### src/tmr_defs.svh
// Constants shared by the configurable-length timer counter.
// Assumes it is included by bare name from the package and from the modules.
// Functional notes
// - Count steps on each selected timer clock
// - Clear zeroes count, prescaler and direction
// - Software count write takes effect at once
// - Only counted values set flags, not writes
// - Length select gives 8/10/12/16 bit maximum
// - Written count is masked to selected length
// - Four clock sources are selectable
// - Prescaler divides by 1, 2, 4 or 8
// - Counts only with nonzero mode and clock
// - Zero period halts; nonzero restarts from zero
// - Mode codes: stop, up, continuous, up/down
// - Up mode wraps at period, period+1 counts
// - Entering up above period restarts at zero
// - Up mode: period flag, then overflow flag
// - Immediate smaller period rolls counter to zero in up mode; up/down turns down
// - Continuous wraps at maximum; channel 0 plain
// - Continuous sets overflow at maximum-to-zero wrap
// - Three or seven compare channels with flags
// - All timer outputs can be tri-stated
// - Up/down: period flag up, overflow at 1-to-0
// - Direction latched; only clear or restart resets it
`ifndef TMR_DEFS_SVH
`define TMR_DEFS_SVH

// Counter width and well-known count values
`define TMR_WIDTH         16
`define TMR_ZERO          16'h0000
`define TMR_ONE           16'h0001

// Mode control codes
`define TMR_MODE_STOP     2'h0
`define TMR_MODE_UP       2'h1
`define TMR_MODE_CONT     2'h2
`define TMR_MODE_UPDN     2'h3

// Counter length codes and their maxima
`define TMR_LEN_8         2'h0
`define TMR_LEN_10        2'h1
`define TMR_LEN_12        2'h2
`define TMR_LEN_16        2'h3
`define TMR_MAX_8         16'h00ff
`define TMR_MAX_10        16'h03ff
`define TMR_MAX_12        16'h0fff
`define TMR_MAX_16        16'hffff

// Clock source codes
`define TMR_SRC_AUX       2'h0
`define TMR_SRC_SUBMAIN   2'h1
`define TMR_SRC_EXT       2'h2
`define TMR_SRC_ALT       2'h3

// Input divider codes and terminal prescaler counts
`define TMR_DIV_1         2'h0
`define TMR_DIV_2         2'h1
`define TMR_DIV_4         2'h2
`define TMR_DIV_8         2'h3
`define TMR_DIVEND_1      3'h0
`define TMR_DIVEND_2      3'h1
`define TMR_DIVEND_4      3'h3
`define TMR_DIVEND_8      3'h7

// Compare latch load events
`define TMR_LOAD_NOW      2'h0
`define TMR_LOAD_ZERO     2'h1
`define TMR_LOAD_ZERO_PER 2'h2
`define TMR_LOAD_OLD      2'h3

`endif

### src/tmr_pkg.sv
// Types of the configurable-length timer counter.
// Assumes tmr_defs.svh is on the include path.
`include "tmr_defs.svh"

package tmr_pkg;

  // Operating modes
  typedef enum logic [1:0] {
    mode_stop   = `TMR_MODE_STOP,
    mode_up     = `TMR_MODE_UP,
    mode_cont   = `TMR_MODE_CONT,
    mode_updown = `TMR_MODE_UPDN
  } tmr_mode_type;

  // Static configuration, changed only while stopped
  typedef struct packed {
    tmr_mode_type mode_control;
    logic [1:0]   counter_length;
    logic [1:0]   clock_source_select;
    logic [1:0]   input_divider;
  } tmr_cfg_type;

  // Count state seen by the compare channels
  typedef struct packed {
    logic [`TMR_WIDTH-1:0] count_value;
    logic                  counted;
    logic                  down;
  } tmr_cnt_type;

endpackage

### src/tmr_channel.sv
// One compare channel: buffered compare latch, flag and output.
// Assumes count state arrives as tmr_cnt_type from the counter.
`timescale 1ns/100ps
`include "tmr_defs.svh"

module tmr_channel (
  // Clock and reset
  input  wire logic                  clock,
  input  wire logic                  nrst,
  // Count state and mode
  input  tmr_pkg::tmr_cnt_type       cnt,
  input  wire logic                  updown,
  input  wire logic                  period_hit,
  // Software side
  input  wire logic [1:0]            latch_load_select,
  input  wire logic                  ccr_wr,
  input  wire logic [`TMR_WIDTH-1:0] ccr_wdata,
  input  wire logic                  flag_clear,
  input  wire logic                  outputs_hiz,
  // Results
  output logic [`TMR_WIDTH-1:0]      compare_latch,
  output logic                       equal,
  output logic                       channel_flag,
  output logic                       timer_out,
  output logic                       timer_out_oe
);

  logic [`TMR_WIDTH-1:0] ccr_q;    // Software-written buffer
  logic                  pend_q;   // Buffer awaits transfer
  logic                  zero_evt; // Counter counted to zero
  logic                  load_evt; // Buffer moves into latch

  // Compare only on counted values, never on writes
  assign equal    = cnt.counted && (cnt.count_value == compare_latch);
  assign zero_evt = cnt.counted && (cnt.count_value == `TMR_ZERO);

  // Load event per select code
  always_comb
  begin
    case (latch_load_select)
      `TMR_LOAD_NOW:      load_evt = ccr_wr;
      `TMR_LOAD_ZERO:     load_evt = pend_q && zero_evt;
      `TMR_LOAD_ZERO_PER: load_evt = pend_q && (zero_evt || (updown && period_hit));
      default:            load_evt = pend_q && equal;
    endcase
  end

  // Buffer and pending mark; a fresh write outranks a transfer
  always_ff @(posedge clock or negedge nrst)
  begin
    if (!nrst)
    begin
      ccr_q  <= `TMR_ZERO;
      pend_q <= 1'b0;
    end
    else if (ccr_wr)
    begin
      ccr_q  <= ccr_wdata;
      pend_q <= (latch_load_select != `TMR_LOAD_NOW);
    end
    else if (load_evt)
      pend_q <= 1'b0;
  end

  // Compare latch
  always_ff @(posedge clock or negedge nrst)
  begin
    if (!nrst)
      compare_latch <= `TMR_ZERO;
    else if (load_evt)
      compare_latch <= (latch_load_select == `TMR_LOAD_NOW) ? ccr_wdata : ccr_q;
  end

  // Sticky flag; the set wins over a same-cycle clear
  always_ff @(posedge clock or negedge nrst)
  begin
    if (!nrst)
      channel_flag <= 1'b0;
    else if (equal)
      channel_flag <= 1'b1;
    else if (flag_clear)
      channel_flag <= 1'b0;
  end

  // Output toggles on each match
  always_ff @(posedge clock or negedge nrst)
  begin
    if (!nrst)
      timer_out <= 1'b0;
    else if (equal)
      timer_out <= ~timer_out;
  end

  // Driven unless software asks for high impedance
  assign timer_out_oe = !outputs_hiz;

endmodule

### src/tmr_counter.sv
// Core counter of the general-purpose timer: length, modes, flags.
// Assumes all inputs are synchronous to clock, and that software
// stops the counter before changing cfg (flags and clear excepted).
`timescale 1ns/100ps
`include "tmr_defs.svh"

module tmr_counter #(
  parameter int CHANNELS = 3  // Three or seven compare channels
) (
  // Clock and reset
  input  wire logic                         clock,
  input  wire logic                         nrst,

  // Configuration
  input  tmr_pkg::tmr_cfg_type              cfg,
  input  wire logic                         counter_clear,
  input  wire logic                         outputs_hiz,

  // Timer clock sources
  input  wire logic                         aux_clock,
  input  wire logic                         sub_main_clock,
  input  wire logic                         external_timer_clock,
  input  wire logic                         alternate_input_clock,

  // Count register write
  input  wire logic                         count_wr,
  input  wire logic [`TMR_WIDTH-1:0]        count_wdata,

  // Capture/compare register writes; channel 0 is the period
  input  wire logic [CHANNELS-1:0]          ccr_wr,
  input  wire logic [`TMR_WIDTH-1:0]        ccr_wdata,
  input  wire logic [CHANNELS-1:0][1:0]     latch_load_select,

  // Flag clears
  input  wire logic [CHANNELS-1:0]          flag_clear,
  input  wire logic                         overflow_clear,

  // Count state
  output logic [`TMR_WIDTH-1:0]             count_value,
  output logic                              count_down,
  output logic                              counting,
  output logic [`TMR_WIDTH-1:0]             period_latch,

  // Flags
  output logic [CHANNELS-1:0]               channel_flag,
  output logic                              overflow_flag,

  // Timer outputs
  output logic [CHANNELS-1:0]               timer_out,
  output logic [CHANNELS-1:0]               timer_out_oe
);

  // Count state
  logic [`TMR_WIDTH-1:0] count_q;       // Count register
  logic [`TMR_WIDTH-1:0] count_d;       // Count after one tick
  logic                  down_q;        // Latched direction
  logic                  down_d;        // Direction after one tick
  logic                  counted_q;     // Count changed by counting
  logic                  wrap;          // This tick is an overflow
  logic                  step;          // Mode lets the tick count

  // Configuration decode
  logic [`TMR_WIDTH-1:0] max_count;     // Maximum of selected length
  logic [`TMR_WIDTH-1:0] period;        // Channel 0 latch
  logic                  period_mode;   // Up or up/down
  logic                  period_zero;   // Zero period halts
  logic                  period_zero_q; // Period was zero
  logic                  restart;       // Zero-to-nonzero period load

  tmr_pkg::tmr_mode_type mode_q;        // Mode seen last cycle
  logic                  enter_up;      // Up entered above period

  // Clock path
  logic                  tick;          // Divided timer clock event

  // Channel wiring
  tmr_pkg::tmr_cnt_type  cnt_bus;
  logic [`TMR_WIDTH-1:0] latch_w [CHANNELS];
  logic [CHANNELS-1:0]   equal_w;

  // Selected length maximum
  always_comb
  begin
    case (cfg.counter_length)
      `TMR_LEN_8:  max_count = `TMR_MAX_8;
      `TMR_LEN_10: max_count = `TMR_MAX_10;
      `TMR_LEN_12: max_count = `TMR_MAX_12;
      default:     max_count = `TMR_MAX_16;
    endcase
  end

  // Period decode
  assign period      = latch_w[0];
  assign period_mode = (cfg.mode_control == tmr_pkg::mode_up) ||
                       (cfg.mode_control == tmr_pkg::mode_updown);

  assign period_zero = period_mode && (period == `TMR_ZERO);

  // Restart once a nonzero period follows a zero one
  assign restart  = period_mode && period_zero_q && (period != `TMR_ZERO);

  // Switching into up mode above the period restarts at once
  assign enter_up = (cfg.mode_control == tmr_pkg::mode_up) &&
                    (mode_q != tmr_pkg::mode_up) &&
                    (count_q > period);

  // Next count for one tick, per mode
  always_comb
  begin
    count_d = count_q;
    down_d  = down_q;
    wrap    = 1'b0;
    step    = 1'b0;

    case (cfg.mode_control)
      tmr_pkg::mode_up:
      begin
        if (!period_zero)
        begin
          step = 1'b1;

          if (count_q == period)
          begin
            // Period reached: roll over and flag the overflow
            count_d = `TMR_ZERO;
            wrap    = 1'b1;
          end

          else if (count_q > period)
          begin
            // Period shrank below count: roll with no overflow
            count_d = `TMR_ZERO;
          end
          else
          begin
            count_d = count_q + `TMR_ONE;
          end
        end
      end

      tmr_pkg::mode_cont:
      begin
        step = 1'b1;
        if (count_q >= max_count)
        begin
          // Wrap uses the selected length only
          count_d = `TMR_ZERO;
          wrap    = (count_q == max_count);
        end
        else
        begin
          count_d = count_q + `TMR_ONE;
        end
      end

      tmr_pkg::mode_updown:
      begin
        if (!period_zero)
        begin
          step = 1'b1;

          if (period > max_count)
          begin
            // Period out of reach: behave as continuous
            if (count_q >= max_count)
            begin
              count_d = `TMR_ZERO;
              wrap    = (count_q == max_count);
            end
            else
            begin
              count_d = count_q + `TMR_ONE;
            end
          end

          else if (!down_q)
          begin
            if (count_q >= period)
            begin
              // Turn at the period; a late smaller period turns too
              down_d  = 1'b1;
              count_d = count_q - `TMR_ONE;
            end
            else
            begin
              count_d = count_q + `TMR_ONE;
            end
          end

          else if (count_q == `TMR_ZERO)
          begin
            // Written zero while going down: turn up
            down_d  = 1'b0;
            count_d = `TMR_ONE;
          end
          else
          begin
            count_d = count_q - `TMR_ONE;
            if (count_q == `TMR_ONE)
            begin
              // Bottom reached by counting down
              wrap   = 1'b1;
              down_d = 1'b0;
            end
          end
        end
      end

      default:
      begin
        // Stop: hold count and direction
        count_d = count_q;
      end
    endcase
  end

  // Count register; clear beats write beats counting
  always_ff @(posedge clock or negedge nrst)
  begin
    if (!nrst)
      count_q <= `TMR_ZERO;
    else if (counter_clear)
      count_q <= `TMR_ZERO;
    else if (count_wr)
      count_q <= count_wdata & max_count;
    else if (restart || enter_up)
      count_q <= `TMR_ZERO;
    else if (tick && step)
      count_q <= count_d & max_count;
    else
      count_q <= count_q & max_count;
  end

  // Direction; latched across stops, reset only by clear or restart
  always_ff @(posedge clock or negedge nrst)
  begin
    if (!nrst)
      down_q <= 1'b0;
    else if (counter_clear || restart)
      down_q <= 1'b0;
    // Writes and mode entry keep the direction
    else if (tick && step && !count_wr && !enter_up)
      down_q <= down_d;
  end

  // Marks counted values so writes never trigger compares
  always_ff @(posedge clock or negedge nrst)
  begin
    if (!nrst)
      counted_q <= 1'b0;
    else
      counted_q <= tick && step && !counter_clear && !count_wr &&
                   !restart && !enter_up;
  end

  // Overflow flag is sticky; the set wins over a same-cycle clear
  always_ff @(posedge clock or negedge nrst)
  begin
    if (!nrst)
      overflow_flag <= 1'b0;
    else if (tick && step && wrap && !counter_clear && !count_wr &&
             !restart && !enter_up)
      overflow_flag <= 1'b1;

    else if (overflow_clear)
      overflow_flag <= 1'b0;
  end

  // History for the restart and mode-entry detectors
  always_ff @(posedge clock or negedge nrst)
  begin
    if (!nrst)
    begin
      period_zero_q <= 1'b0;
      mode_q        <= tmr_pkg::mode_stop;
    end
    else
    begin
      period_zero_q <= period_zero;

      mode_q        <= cfg.mode_control;
    end
  end

  // Running status for software
  always_ff @(posedge clock or negedge nrst)
  begin
    if (!nrst)
      counting <= 1'b0;
    else
      counting <= (cfg.mode_control != tmr_pkg::mode_stop) && !period_zero;
  end

  // Published state
  assign count_value  = count_q;
  assign count_down   = down_q;
  assign period_latch = period;

  assign cnt_bus      = '{count_value: count_q, counted: counted_q, down: down_q};

  // Clock source mux and divider
  tmr_prescale u_prescale (
    .clock               (clock),
    .nrst                (nrst),
    .sources             ({alternate_input_clock, external_timer_clock,
                           sub_main_clock, aux_clock}),

    .clock_source_select (cfg.clock_source_select),
    .input_divider       (cfg.input_divider),
    .counter_clear       (counter_clear),
    .tick                (tick)
  );

  // Compare channels; channel 0 doubles as the period register
  for (genvar i = 0; i < CHANNELS; i++)
  begin : g_chan
    // Every channel sees the same counted state
    tmr_channel u_chan (
      .clock             (clock),
      .nrst              (nrst),
      .cnt               (cnt_bus),
      .updown            (cfg.mode_control == tmr_pkg::mode_updown),
      .period_hit        (equal_w[0]),

      .latch_load_select (latch_load_select[i]),
      .ccr_wr            (ccr_wr[i]),
      .ccr_wdata         (ccr_wdata),
      .flag_clear        (flag_clear[i]),
      .outputs_hiz       (outputs_hiz),

      .compare_latch     (latch_w[i]),
      .equal             (equal_w[i]),
      .channel_flag      (channel_flag[i]),
      .timer_out         (timer_out[i]),
      .timer_out_oe      (timer_out_oe[i])
    );
  end

endmodule

### src/tmr_prescale.sv
// Timer clock source selection and input divider.
// Assumes the four sources are levels synchronous to clock.
`timescale 1ns/100ps
`include "tmr_defs.svh"

module tmr_prescale (
  // Clock and reset
  input  wire logic       clock,
  input  wire logic       nrst,
  // Timer clock sources, indexed by source code
  input  wire logic [3:0] sources,
  // Selection and clear
  input  wire logic [1:0] clock_source_select,
  input  wire logic [1:0] input_divider,
  input  wire logic       counter_clear,
  // One-cycle count enable
  output logic            tick
);

  logic       src_now;   // Selected source level
  logic       src_q;     // Previous source level
  logic       edge_hit;  // Rising edge of selected source
  logic [2:0] div_q;     // Prescaler count
  logic [2:0] div_end;   // Terminal prescaler count

  // Source mux; switching sources while running may fake one edge
  assign src_now  = sources[clock_source_select];
  assign edge_hit = src_now & ~src_q;

  // Terminal count per divider code
  always_comb
  begin
    case (input_divider)
      `TMR_DIV_1: div_end = `TMR_DIVEND_1;
      `TMR_DIV_2: div_end = `TMR_DIVEND_2;
      `TMR_DIV_4: div_end = `TMR_DIVEND_4;
      default:    div_end = `TMR_DIVEND_8;
    endcase
  end

  // Edge history; reset high so a high source gives no edge at start
  always_ff @(posedge clock or negedge nrst)
  begin
    if (!nrst)
      src_q <= 1'b1;
    else
      src_q <= src_now;
  end

  // Prescaler, cleared together with the count
  always_ff @(posedge clock or negedge nrst)
  begin
    if (!nrst)
      div_q <= 3'h0;
    else if (counter_clear)
      div_q <= 3'h0;
    else if (edge_hit)
      div_q <= (div_q >= div_end) ? 3'h0 : div_q + 3'h1;
  end

  // A tick only exists while the selected source toggles
  assign tick = edge_hit && (div_q >= div_end) && !counter_clear;

endmodule
### config.mk
export PLATFORM = sky130hd
export DESIGN_NAME = tmr_counter
export DESIGN_NICKNAME = d
export VERILOG_FILES = /design/src/tmr_pkg.sv /design/src/tmr_channel.sv /design/src/tmr_counter.sv /design/src/tmr_prescale.sv
export VERILOG_INCLUDE_DIRS = /design/src
export SDC_FILE = /design/constraint.sdc
export NUM_CORES = 1
export LEC_CHECK = 0
export BUFFER_PORTS_ARGS = -buffer_cell sky130_fd_sc_hd__buf_2
export CORE_MARGIN = 2
export CORE_UTILIZATION = 64
export CTS_CLUSTER_SIZE = 25
export DETAILED_ROUTE_END_ITERATION = 16
export HOLD_SLACK_MARGIN = 0.05
export PLACE_DENSITY = 0.86
export SLEW_MARGIN = 20
export SYNTH_ARGS = -nofsm -noshare
export SYNTH_HDL_FRONTEND = slang
export SYNTH_HIERARCHICAL = 1
export SYNTH_SLANG_ARGS = --single-unit
### constraint.sdc
create_clock -name clock -period 5.7 [get_ports clock]
set_input_delay 0 -clock clock [delete_from_list [all_inputs] [get_ports clock]]
set_output_delay 0 -clock clock [all_outputs]
set_load 0.005 [all_outputs]
==> Implementation_results.wiki, run 1 <==
{| class="wikitable"
! Metric !! Value
|-
| Slowest stage delay, CP || 890 ps
|-
| Design Power || 3.76 mW
|-
| PostCTS Resize Cnt || 0
|-
| Number of buffers inserted for hold repair after clock tree synthesis || 46
|-
| Number of nets in the finished design || around 1.1k
|-
| Final hold violations || 0
|-
| CTS tree || yes
|-
| Routability Congestion || 1.01
|-
| Period Utilization, post-route || between 70% and 80%
|-
| Total of endpoints with negative setup slack in the final report || 0
|-
| Core Box Area || around 0.014 sq mm
|-
| First-pass GRT wire length || 43,400 um
|-
| Detailed-placement wirelength estimate || approximately 18,000 um
|-
| Die Span Y || 125 um
|-
| Switching share of power || between 30% and 40%
|-
| Clock-pin slew reported for the worst setup and hold paths after clock tree synthesis || roughly 60 ps
|-
| Max_slew headroom || 23.4%
|-
| Cell count after placement || ~1.1k
|-
| Kind of critical path || reg2reg
|-
| Post-Route Utilization || between 70% and 80%
|-
| Via density per instance || between 6 and 7
|-
| Clock tree buffer depth || 2
|-
| Reported max-cap violation count || 0
|-
| Cell count after synthesis || around 890
|-
| Fill cell count || between 900 and 1k
|-
| Highest fanout seen on the critical path || 16
|-
| Number of placed I/O pins || 106
|-
| Unrepaired setup endpoints after global routing || no
|-
| Average detailed-routed wire length per instance || about 22 um
|-
| TNS Setup || 0 ps
|-
| Element type at the critical path end || register
|-
| Number of standard cells in the final layout excluding fillers || 1,223
|-
| Reg power frac || 38.8%
|-
| DRT Wirelength || between 20,000 and 30,000 um
|-
| Hold wc startpoint || count_wr
|-
| Register-to-register setup slack || about 1400 ps
|-
| Leakage power total || 4.87 nW
|-
| Pin count of the biggest net entering global routing || 68
|-
| Final critical path time including I/O delays and setup || ~4300 ps
|-
| Count of buffers from port buffering || about 110
|-
| Number of placement rows || 44
|-
| Post-route setup slack || 1360 ps
|-
| Worst Hold Endpoint || count_value[5]$_DFFE_PN0P_
|-
| Full die area || 0.0157 sq mm
|-
| Die outline width || between 100 and 150 um
|-
| Count of antenna-violating nets left after detailed routing || 0
|-
| Crit start category || register
|-
| Max Fclk || 231 MHz
|-
| TritonCTS buffer count || 17
|-
| Synth Cell Area || between 0.009 and 0.01 sq mm
|-
| Slew Viols, Final || 0
|-
| Status || finished clean
|-
| Fraction of layout instances using a drive strength above 1 || between 30 and 40%
|-
| Starting utilization of the core area || between 60% and 70%
|-
| Hold Path Depth || 4
|-
| Iteration-0 DRC Markers || 911
|-
| Proportion of power drawn by the clock network || 28.4%
|-
| CP max stage cell || sky130_fd_sc_hd__nor3_1
|-
| Number of antenna violations at the first check in global routing || 0
|-
| Path depth of the worst reg2reg path || 11
|-
| Switching power || roughly 1.3 mW
|-
| Number of levels in the clock H-tree || 4
|-
| Synthesized area divided by synthesized cell count || between 10 and 15 sq um
|-
| Crit-path cells || inv_1, ha_1, nand4_1, nor4_1, a211o_1, a31oi_2, nor3_1, o2111ai_1, a2bb2oi_1, o31ai_1, dlygate4sd3_1
|-
| Synthesized net count || 995
|-
| Area added between synthesis and finish || 17.3%
|-
| Clock latency on the worst-skew pair || 420 ps
|-
| Via count of the first global-routing pass || approximately 8k
|-
| Power density relative to cell area || ~340 mW/mm^2
|-
| Internal power summed over all cells || roughly 2.4 mW
|-
| All-layer global routing usage || 35.0%
|-
| Yosys synthesis warning count || 6
|-
| Gate power share || between 30% and 40%
|-
| Number of antenna cells inserted || 0
|-
| Largest vdd supply drop || around 290 uV
|-
| Slew at the pin closest to its max-slew limit || between 1000 and 1500 ps
|-
| Worst Path Arrival || ~4700 ps
|-
| Post-placement worst setup slack || between 2000 and 2500 ps
|-
| Type of the most critical hold path || in2reg
|-
| Number of post-CTS setup repair buffers || 0
|-
| Num Clock Sinks || 132
|-
| R2r endpoint || count_value[12]$_DFF_PN0_
|-
| Number of remaining DRC errors || 0
|-
| Root Buffer || sky130_fd_sc_hd__clkbuf_16
|-
| Final setup skew || ~12 ps
|-
| Leftover overflow at the end of global routing || 0
|-
| Data required time of the critical path || a little over 6000 ps
|-
| Startpoint of the worst-slack reg-to-reg timing path || count_value[0]$_DFFE_PN0P_
|-
| Pre-Repair DR Iteration Count || 5
|-
| Number of vias after detailed routing || 8,001
|}
sequential cells by signal (all words and copies together), names as in the netlist, 2 cells and up:
name / count
g_chan.u_chan/channel_flag: 3
g_chan.u_chan/ccr_q: 48
g_chan.u_chan/compare_latch: 48
u_prescale/div_q: 3
g_chan.u_chan/timer_out: 3
mode_q: 2
g_chan.u_chan/pend_q: 3
count_value: 16
metal layers:
layer	share of wire [%]	GRT usage (%)
met3	8.5	7.57
met2	48	57.9
met1	40	45.2
met5	0	0
met4	3.5	13.7
cell usage in the layout (no fill, tap or decap), types with 8 or more instances in the layout:
master and n:
sky130_fd_sc_hd__dfrtp_1 131, sky130_fd_sc_hd__mux2_2 115, sky130_fd_sc_hd__buf_2 104, sky130_fd_sc_hd__nand2_1 59
sky130_fd_sc_hd__inv_1 49, sky130_fd_sc_hd__xnor2_1 48, sky130_fd_sc_hd__dlygate4sd3_1 46, sky130_fd_sc_hd__ha_1 44
sky130_fd_sc_hd__nor2_1 36, sky130_fd_sc_hd__o21ai_0 35, sky130_fd_sc_hd__a21oi_1 31, sky130_fd_sc_hd__mux2_4 31
sky130_fd_sc_hd__xor2_1 22, sky130_fd_sc_hd__nand4_1 21, sky130_fd_sc_hd__nand3_1 17, sky130_fd_sc_hd__clkbuf_16 17
sky130_fd_sc_hd__nor4_1 16, sky130_fd_sc_hd__nor3_1 12, sky130_fd_sc_hd__a211o_1 10, sky130_fd_sc_hd__nand2b_1 8
sky130_fd_sc_hd__and3_1 8
critical path, delay by kind of cell (launching register included):
| family | cells | cell delay, ps |
|---|---|---|
| and+or+nand+nor | 3 | 1540 |
| adders and majority gates | 1 | 350 |
| AOI/OAI and AO/OA | 5 | 790 |
| buffers and inverters | 2 | 840 |
| DFF | 1 | 740 |
power groups by stage:
stage / clock [mW] / sequential, mW / combinational, mW
2_1_floorplan: 0 / 1.34 / 0.891
3_3_place_gp: 0 / 1.43 / 1.12
3_5_place_dp: 0 / 1.45 / 1.17
4_1_cts: 1.07 / 1.44 / 1.22
5_1_grt: 1.12 / 1.47 / 1.33
6_report: 1.07 / 1.46 / 1.23
cell type report:
| class | instances | area [sq um] | share of cell area, % |
|---|---|---|---|
| Multi-Input combinational cell | 670 | 5690 | 51.7 |
| Sequential cell | 132 | 3300 | 30.0 |
| Timing Repair Buffer | 157 | 1040 | 9.42 |
| Clock buffer | 18 | 429 | 3.90 |
| Tap cell | 184 | 230 | 2.09 |
| Inverter | 50 | 188 | 1.70 |
| Clock inverter | 12 | 134 | 1.22 |
through the flow:
step	hold slack, ps	instance area, sq um
detailed placement	43.6	9990
finish	82.5	11000
floorplan	-296	9390
global route	84.9	11000
global placement	40.6	9990
CTS	60.7	11000
how the worst max path moves through the flow:
stage                     slack (ps)  depth (start not counted)                  startpoint                    endpoint
final                           1360                         11  count_value[0]$_DFFE_PN0P_   count_value[12]$_DFF_PN0_
after CTS                       1560                         11  count_value[0]$_DFFE_PN0P_   count_value[12]$_DFF_PN0_
after global placement          2170                          9    count_value[9]$_DFF_PN0_   count_value[11]$_DFF_PN0_
after global routing            1160                         11  count_value[0]$_DFFE_PN0P_   count_value[12]$_DFF_PN0_
after floorplan                 2800                          9   count_value[14]$_DFF_PN0_  count_value[7]$_DFFE_PN0P_
after detailed placement        2060                          9  count_value[0]$_DFFE_PN0P_   count_value[15]$_DFF_PN0_
Note: power is estimated with default switching activity, not from simulation.
==> run 2: changes to the inputs <==
CORE_UTILIZATION = 54   (was 64)
PLACE_DENSITY = 0.77   (was 0.86)
clock period = 3.7 ns   (was 5.7 ns; I/O delays follow)
==> Implementation_results.wiki, run 2 (synthesized netlist as in run 1, its figures left out) <==
{| class="wikitable"
! Metric !! Value
|-
| Uppermost signal routing layer after detailed routing || met4 (unchanged)
|-
| Pin count of the biggest net entering global routing || 48 (was 68)
|-
| Met3 WL post-DR || 2590 um (was 2300 um)
|-
| DRT Wirelength || 27,900 um (was 26,900 um)
|-
| Number of antenna cells inserted || 0 (unchanged)
|-
| Highest fanout seen on the critical path || 10 (was 16)
|-
| Pre-Repair DR Iteration Count || 6 (was 5)
|-
| Worst Path Arrival || 3870 ps (was 4700 ps)
|-
| Area taken by multi-input logic gates || 0.00569 sq mm (unchanged)
|-
| TNS Setup || 0 ps (unchanged)
|-
| Clock latency on the worst-skew pair || 430 ps (was 420 ps)
|-
| Number of remaining DRC errors || 0 (unchanged)
|-
| Num Clock Sinks || 132 (unchanged)
|-
| All-layer global routing usage || 30.8% (was 35.0%)
|-
| Routability Congestion || 1.03 (was 1.01)
|-
| TritonCTS buffer count || 17 (unchanged)
|-
| Via count of the first global-routing pass || 7,986 (was 8,090)
|-
| Slew at the pin closest to its max-slew limit || 860 ps (was 1140 ps)
|-
| CTS tree || yes (unchanged)
|-
| Element type at the critical path end || register (unchanged)
|-
| Count of antenna-violating nets left after detailed routing || 0 (unchanged)
|-
| Starting utilization of the core area || 54.7% (was 65.1%)
|-
| Fraction of layout instances using a drive strength above 1 || 34.4% (was 32.4%)
|-
| Final hold violations || 0 (unchanged)
|-
| Count of buffers from port buffering || 105 (unchanged)
|-
| Storage cell area || 0.00330 sq mm (unchanged)
|-
| Reported max-cap violation count || 0 (unchanged)
|-
| First-pass GRT wire length || 43,500 um (was 43,400 um)
|-
| Root Buffer || sky130_fd_sc_hd__clkbuf_16 (unchanged)
|-
| Period Utilization, post-route || 94.7% (was 76.1%)
|-
| Die outline width || 136 um (was 125 um)
|-
| Type of the most critical hold path || in2async (was in2reg)
|-
| PostCTS Resize Cnt || 0 (unchanged)
|-
| Commonest non-fill, non-tap cells in the layout || sky130_fd_sc_hd__dfrtp_1 (131), sky130_fd_sc_hd__mux2_2 (115), sky130_fd_sc_hd__buf_2 (104) (unchanged)
|-
| Max_slew headroom || 42.1% (was 23.4%)
|-
| Number of nets in the finished design || 1,168 (was 1,134)
|-
| Number of antenna violations at the first check in global routing || 0 (unchanged)
|-
| Data required time of the critical path || 4070 ps (was 6060 ps)
|-
| Number of placed I/O pins || 106 (unchanged)
|-
| Unrepaired setup endpoints after global routing || no (unchanged)
|-
| Most common library cell in the layout ignoring fill and taps || sky130_fd_sc_hd__dfrtp_1 (unchanged)
|-
| Via density per instance || 6.23 (was 6.54)
|-
| Clock tree buffer depth || 2 (unchanged)
|-
| Number of vias after detailed routing || 8,097 (was 8,001)
|-
| Routed length on met1 || 11,700 um (was 10,700 um)
|-
| Clock-pin slew reported for the worst setup and hold paths after clock tree synthesis || 60 ps (about the same)
|-
| Die Span Y || 136 um (was 125 um)
|-
| Number of placement rows || 48 (was 44)
|-
| Post-placement worst setup slack || 342 ps (was 2060 ps)
|-
| Power density relative to cell area || 524 mW/mm^2 (was 342 mW/mm^2)
|-
| Status || finished clean (unchanged)
|-
| Total of endpoints with negative setup slack in the final report || 0 (unchanged)
|-
| Largest vdd supply drop || 415 uV (was 289 uV)
|-
| Final setup skew || 8.01 ps (was 11.6 ps)
|-
| Fill cell count || 1,354 (was 969)
|-
| Startpoint of the worst-slack reg-to-reg timing path || g_chan[0].u_chan/compare_latch[15]$_DFFE_PN0P_ (was count_value[0]$_DFFE_PN0P_)
|-
| Post-route setup slack || 194 ps (was 1360 ps)
|-
| Leftover overflow at the end of global routing || 0 (unchanged)
|-
| Average detailed-routed wire length per instance || 21.5 um (was 22.0 um)
|-
| Final critical path time including I/O delays and setup || 3510 ps (was 4340 ps)
|-
| Iteration-0 DRC Markers || 745 (was 911)
|-
| Full die area || 0.0185 sq mm (was 0.0157 sq mm)
|-
| Start point of the critical path || g_chan[0].u_chan/compare_latch[15]$_DFFE_PN0P_ (was count_value[0]$_DFFE_PN0P_)
|-
| Max Fclk || 285 MHz (was 231 MHz)
|-
| Core Box Area || 0.0172 sq mm (was 0.0144 sq mm)
|-
| Leakage power total || 5.07 nW (was 4.87 nW)
|-
| Detailed-placement wirelength estimate || 19,600 um (was 18,200 um)
|-
| Slew Viols, Final || 0 (unchanged)
|-
| Number of post-CTS setup repair buffers || 0 (unchanged)
|-
| Met2 wire len || 12,800 um (was 13,100 um)
|-
| Number of levels in the clock H-tree || 4 (unchanged)
|-
| Area added between synthesis and finish || 21.4% (was 17.3%)
|-
| Crit start category || register (unchanged)
|-
| Kind of critical path || reg2reg (unchanged)
|}
## run 2: changes by cell type in the layout (fill, tap and decap cells not counted), moves of 2 or more
cell / change
sky130_fd_sc_hd__buf_4: +30
sky130_fd_sc_hd__bufinv_16: +2
sky130_fd_sc_hd__clkinv_4: -2
sky130_fd_sc_hd__dlygate4sd3_1: +4
## run 2: metal layers
metal | global-route usage, % | vias to the layer above
met4 | 11.3 | 0
li1 | - | 3651
met1 | 41.2 | 3955
met5 | 0 | -
met3 | 7.72 | 78
met2 | 48.5 | 413
## run 2: cell type report
cell class                 instances  area share, %
clock inverter                    14           1.74
multi-input combinational        670           49.9
inverter                          50           1.65
timing repair buffer             191           11.4
clock buffer                      18           3.85
tap                              225           2.47
sequential                       132           29.0
## run 2: repair_timing
action	in CTS	in global routing
hold buffers	50	0
setup endpoints to repair	0	0
hold endpoints to repair	164	0
## run 2: report_power, final
| part | leakage [nW] | switching, mW | internal (mW) |
|---|---|---|---|
| Clock | 0.305 | 0.714 | 1.15 |
| Sequential | 1.61 | 0.355 | 1.77 |
| Combinational | 3.16 | 0.976 | 1.01 |
## run 2: path summary, 6_finish.rpt
check,end,slack (ps),depth (start not counted)
max in group asynchronous,count_value[11]$_DFF_PN0_,2650,3
hold reg to reg,g_chan[1].u_chan/timer_out$_DFFE_PN0N_,460,1
min in group clock,g_chan[1].u_chan/pend_q$_DFFE_PN0P_,90,3
setup reg to reg,count_value[5]$_DFFE_PN0P_,190,11
setup / recovery,count_value[5]$_DFFE_PN0P_,190,11
hold / removal,g_chan[2].u_chan/ccr_q[6]$_DFFE_PN0P_,60,2
## run 2: critical path, stage by stage, from the launching register on
cell and delay, ps:
sky130_fd_sc_hd__dfrtp_1 490, sky130_fd_sc_hd__inv_1 80, sky130_fd_sc_hd__ha_1 310, sky130_fd_sc_hd__nand4_2 140, sky130_fd_sc_hd__nor4_1 790, sky130_fd_sc_hd__nor2_1 210
sky130_fd_sc_hd__nand4b_4 260, sky130_fd_sc_hd__nand4_4 220, sky130_fd_sc_hd__a2bb2oi_1 200, sky130_fd_sc_hd__dlygate4sd3_1 560, sky130_fd_sc_hd__nor2_1 90, sky130_fd_sc_hd__a211o_1 110
## run 2: through the flow
stage                     util (%)  cells  hold WS, ps  area [sq um]  total power, mW
after floorplan                  -    889         -296          9390             3.43
after global placement        59.8   1218        -62.8         10300             3.99
after detailed placement      59.8   1218        -58.9         10300             4.05
after CTS                     66.4   1300         59.8         11400             5.96
after global routing          66.4   1300         59.0         11400             6.25
final                         66.4   1300         56.8         11400             5.98
==> run 3: changes to the inputs <==
PLACE_DENSITY = 0.78   (was 0.77)
SYNTH_HIERARCHICAL = not set   (was 1)
==> Implementation_results.wiki, run 3 <==
{| class="wikitable"
! Metric !! Value
|-
| Reported max-cap violation count || 0 (unchanged)
|-
| Full die area || 0.0169 sq mm (was 0.0185 sq mm)
|-
| Switching share of power || 32.0% (was 34.2%)
|-
| Leading register cell type out of synthesis || sky130_fd_sc_hd__dfrtp_1
|-
| Final setup skew || 11.1 ps (was 8.01 ps)
|-
| Die outline width || 130 um (was 136 um)
|-
| Final hold violations || 0 (unchanged)
|-
| Power density relative to cell area || 419 mW/mm^2 (was 524 mW/mm^2)
|-
| Count of buffers from port buffering || 105 (unchanged)
|-
| Via density per instance || 6.08 (was 6.23)
|-
| Synthesized area divided by synthesized cell count || 9.95 sq um (was 10.6 sq um)
|-
| Largest vdd supply drop || 357 uV (was 415 uV)
|-
| Detailed-placement wirelength estimate || 18,300 um (was 19,600 um)
|-
| Die Span Y || 130 um (was 136 um)
|-
| Post-route setup slack || 252 ps (was 194 ps)
|-
| Portion of synthesized cell area occupied by the leading cell type || between 30% and 40%
|-
| Synth area leader || sky130_fd_sc_hd__dfrtp_1
|-
| Count of distinct cell types in the synthesized netlist || 77
|-
| Cell count after synthesis || 864 (was 889)
|-
| DRT Wirelength || 25,500 um (was 27,900 um)
|-
| Post-Route Utilization || 66.0% (was 66.4%)
|-
| Internal power summed over all cells || 2.96 mW (was 3.93 mW)
|-
| Hold Path Depth || 4
|-
| EDFF count, synth || 0
|-
| Element type at the critical path end || register (unchanged)
|-
| Most common library cell in the layout ignoring fill and taps || sky130_fd_sc_hd__dfrtp_1 (unchanged)
|-
| Unrepaired setup endpoints after global routing || yes (was no)
|-
| Sequential area share after synthesis || between 30% and 40%
|-
| Number of vias after detailed routing || 7,540 (was 8,097)
|-
| Async set or reset register ratio after synthesis || 100%
|-
| Commonest non-fill, non-tap cells in the layout || sky130_fd_sc_hd__dfrtp_1 (131), sky130_fd_sc_hd__buf_2 (104), sky130_fd_sc_hd__nand2_1 (60) (was sky130_fd_sc_hd__dfrtp_1 (131), sky130_fd_sc_hd__mux2_2 (115), sky130_fd_sc_hd__buf_2 (104))
|-
| Final critical path time including I/O delays and setup || 3450 ps (was 3510 ps)
|-
| Kind of critical path || in2reg (was reg2reg)
|-
| Clock latency on the worst-skew pair || 420 ps (was 430 ps)
|-
| Number of placement rows || 46 (was 48)
|-
| Iteration-0 DRC Markers || 720 (was 745)
|-
| Yosys synthesis warning count || 0 (was 6)
|-
| Period Utilization, post-route || 93.2% (was 94.7%)
|-
| Slew at the pin closest to its max-slew limit || 771 ps (was 860 ps)
|-
| Starting utilization of the core area || 54.7% (about the same)
|-
| Via count of the first global-routing pass || 7,424 (was 7,986)
|-
| Number of post-CTS setup repair buffers || 0 (unchanged)
|-
| Reg power frac || 40.5% (was 35.5%)
|-
| Routability Congestion || 0.942 (was 1.03)
|-
| First-pass GRT wire length || 39,500 um (was 43,500 um)
|-
| All-layer global routing usage || 30.7% (was 30.8%)
|-
| Crit start category || primary input (was register)
|-
| Proportion of power drawn by the clock network || 35.8% (was 31.2%)
|-
| Most instantiated cells after synthesis || sky130_fd_sc_hd__dfrtp_1 (131), sky130_fd_sc_hd__nand2_1 (61), sky130_fd_sc_hd__mux2_2 (51)
|-
| Switching power || 1.39 mW (was 2.04 mW)
|-
| Root Buffer || sky130_fd_sc_hd__clkbuf_16 (unchanged)
|-
| Type of the most critical hold path || in2reg (was in2async)
|-
| Met2 layer usage reported by global route || 51.7% (was 48.5%)
|-
| Core Box Area || 0.0157 sq mm (was 0.0172 sq mm)
|-
| Status || finished clean (unchanged)
|-
| Clock tree buffer depth || 2 (unchanged)
|-
| Max Fclk || 290 MHz (was 285 MHz)
|-
| Number of placed I/O pins || 106 (unchanged)
|-
| Global-route met1 utilization || 38.6% (was 41.2%)
|-
| Pre-Repair DR Iteration Count || 5 (was 6)
|-
| Number of antenna cells inserted || 0 (unchanged)
|-
| Synth Cell Area || 0.00860 sq mm (was 0.00939 sq mm)
|-
| Pin count of the biggest net entering global routing || 71 (was 48)
|-
| Post-placement worst setup slack || 400 ps (was 342 ps)
|-
| TritonCTS buffer count || 17 (unchanged)
|-
| Synthesized net count || 970 (was 995)
|-
| Number of nets in the finished design || 1,120 (was 1,168)
|-
| Total of endpoints with negative setup slack in the final report || 0 (unchanged)
|-
| Design Power || 4.35 mW (was 5.98 mW)
|-
| Flip-flop and latch count after synthesis || about 130
|-
| Num Clock Sinks || 132 (unchanged)
|-
| Number of remaining DRC errors || 0 (unchanged)
|-
| Layer carrying the most global-route usage || met2 (unchanged)
|-
| Dominant cells by area after synthesis || sky130_fd_sc_hd__dfrtp_1 (38%), sky130_fd_sc_hd__mux2_2 (6.7%), sky130_fd_sc_hd__ha_1 (6.4%)
|-
| CTS tree || yes (unchanged)
|-
| Gate power share || 23.7% (was 33.3%)
|-
| Number of antenna violations at the first check in global routing || 0 (unchanged)
|-
| TNS Setup || 0 ps (unchanged)
|-
| Slew Viols, Final || 0 (unchanged)
|-
| Area added between synthesis and finish || 20.6% (was 21.4%)
|-
| Leakage power total || 4.57 nW (was 5.07 nW)
|-
| Fraction of layout instances using a drive strength above 1 || 24.1% (was 34.4%)
|-
| Worst Path Arrival || 3740 ps (was 3870 ps)
|-
| Max_slew headroom || 48.6% (was 42.1%)
|-
| Number of levels in the clock H-tree || 4 (unchanged)
|-
| Count leader, synth || sky130_fd_sc_hd__dfrtp_1
|-
| Highest fanout seen on the critical path || 11 (was 10)
|-
| Path depth of the worst reg2reg path || 11 (unchanged)
|-
| Clock-pin slew reported for the worst setup and hold paths after clock tree synthesis || 50 ps (was 60 ps)
|-
| GR Util met3 || 5.66% (was 7.72%)
|-
| Data required time of the critical path || 4000 ps (was 4070 ps)
|-
| Average detailed-routed wire length per instance || 20.5 um (was 21.5 um)
|-
| Count of antenna-violating nets left after detailed routing || 0 (unchanged)
|-
| Leftover overflow at the end of global routing || 0 (unchanged)
|}
[run 3: cell types whose count changed in the layout (fill, tap and decap cells not counted), moves of 8 or more]
cell	before	now
sky130_fd_sc_hd__mux2_2	115	51
sky130_fd_sc_hd__mux2i_1	5	38
sky130_fd_sc_hd__o22a_1	0	33
sky130_fd_sc_hd__mux2_4	31	0
sky130_fd_sc_hd__o21a_1	5	33
sky130_fd_sc_hd__xnor2_1	48	31
sky130_fd_sc_hd__a211o_1	10	2
sky130_fd_sc_hd__inv_1	49	41
[run 3: repair_timing]
action                                  CTS  global route
endpoints found under the hold margin   192             0
endpoints found under the setup margin    0             4
gates resized for setup                   0             3
hold buffers                             49             0
[run 3: critical path: stages]
cell                            delay (ps)
sky130_fd_sc_hd__dlygate4sd3_1         530
sky130_fd_sc_hd__buf_2                 190
sky130_fd_sc_hd__nand2_2               180
sky130_fd_sc_hd__ha_1                  370
sky130_fd_sc_hd__nand4_1               140
sky130_fd_sc_hd__o221ai_1              550
sky130_fd_sc_hd__and2_2                440
sky130_fd_sc_hd__nor3_1                120
sky130_fd_sc_hd__buf_4                 170
sky130_fd_sc_hd__a32oi_1               220
sky130_fd_sc_hd__o31a_1                210
sky130_fd_sc_hd__o22ai_1                70
sky130_fd_sc_hd__dlygate4sd3_1         560
[run 3: area by class of cell]
| class | count | area [sq um] |
|---|---|---|
| Clock buffer | 20 | 457 |
| Multi-Input combinational cell | 635 | 4840 |
| Tap cell | 216 | 270 |
| Clock inverter | 10 | 76.3 |
| Inverter | 42 | 158 |
| Timing Repair Buffer | 186 | 1270 |
| Sequential cell | 132 | 3300 |
| Fill cell | 1272 | 5340 |
[run 3: logic make-up (layout without fill, tap and decap cells)]
group,after synthesis,after routing,synth area share (%)
buf+inv,97,258,5.36
fa+ha+maj,44,44,6.40
mux,89,89,11.1
simple gates,223,223,14.4
flops,132,132,38.4
compound gates,220,220,18.2
xor+xnor,59,59,6.01
[run 3: routing by layer]
| metal | up-vias | wire length, um |
|---|---|---|
| met5 | - | 0 |
| met4 | 0 | 955 |
| met3 | 72 | 1610 |
| met2 | 323 | 12300 |
| met1 | 3675 | 10700 |
| li1 | 3470 | - |
[run 3: worst paths after layout]
path / start / to / slack (ps)
setup / recovery: cfg[4] / overflow_flag$_DFFE_PN0P_ / 250
min in group asynchronous: nrst / count_value[12]$_DFF_PN0_ / 160
setup reg to reg: g_chan[0].u_chan.compare_latch[13]$_DFFE_PN0P_ / overflow_flag$_DFFE_PN0P_ / 260
max in group asynchronous: nrst / u_prescale.src_q$_DFF_PN1_ / 2640
hold / removal: latch_load_select[5] / g_chan[2].u_chan.pend_q$_DFFE_PN0P_ / 60
hold reg to reg: g_chan[1].u_chan.timer_out$_DFFE_PN0P_ / g_chan[1].u_chan.timer_out$_DFFE_PN0P_ / 460
[run 3: metrics by stage]
stage          std cells  hold slack (ps)  instance area, sq um
2_1_floorplan        864             -296                  8600
3_3_place_gp        1161             52.4                  9330
3_5_place_dp        1161             53.9                  9330
4_1_cts             1240             52.8                 10400
5_1_grt             1241             88.0                 10400
6_report            1241             58.0                 10400
[run 3: power by group through the flow]
stage               Combinational [mW]  Clock (mW)  Sequential [mW]
floorplan                        0.625           0             1.75
finish                            1.03        1.56             1.76
global placement                 0.945           0             1.77
CTS                               1.01        1.56             1.76
detailed placement               0.966           0             1.78
global route                      1.12        1.63             1.78
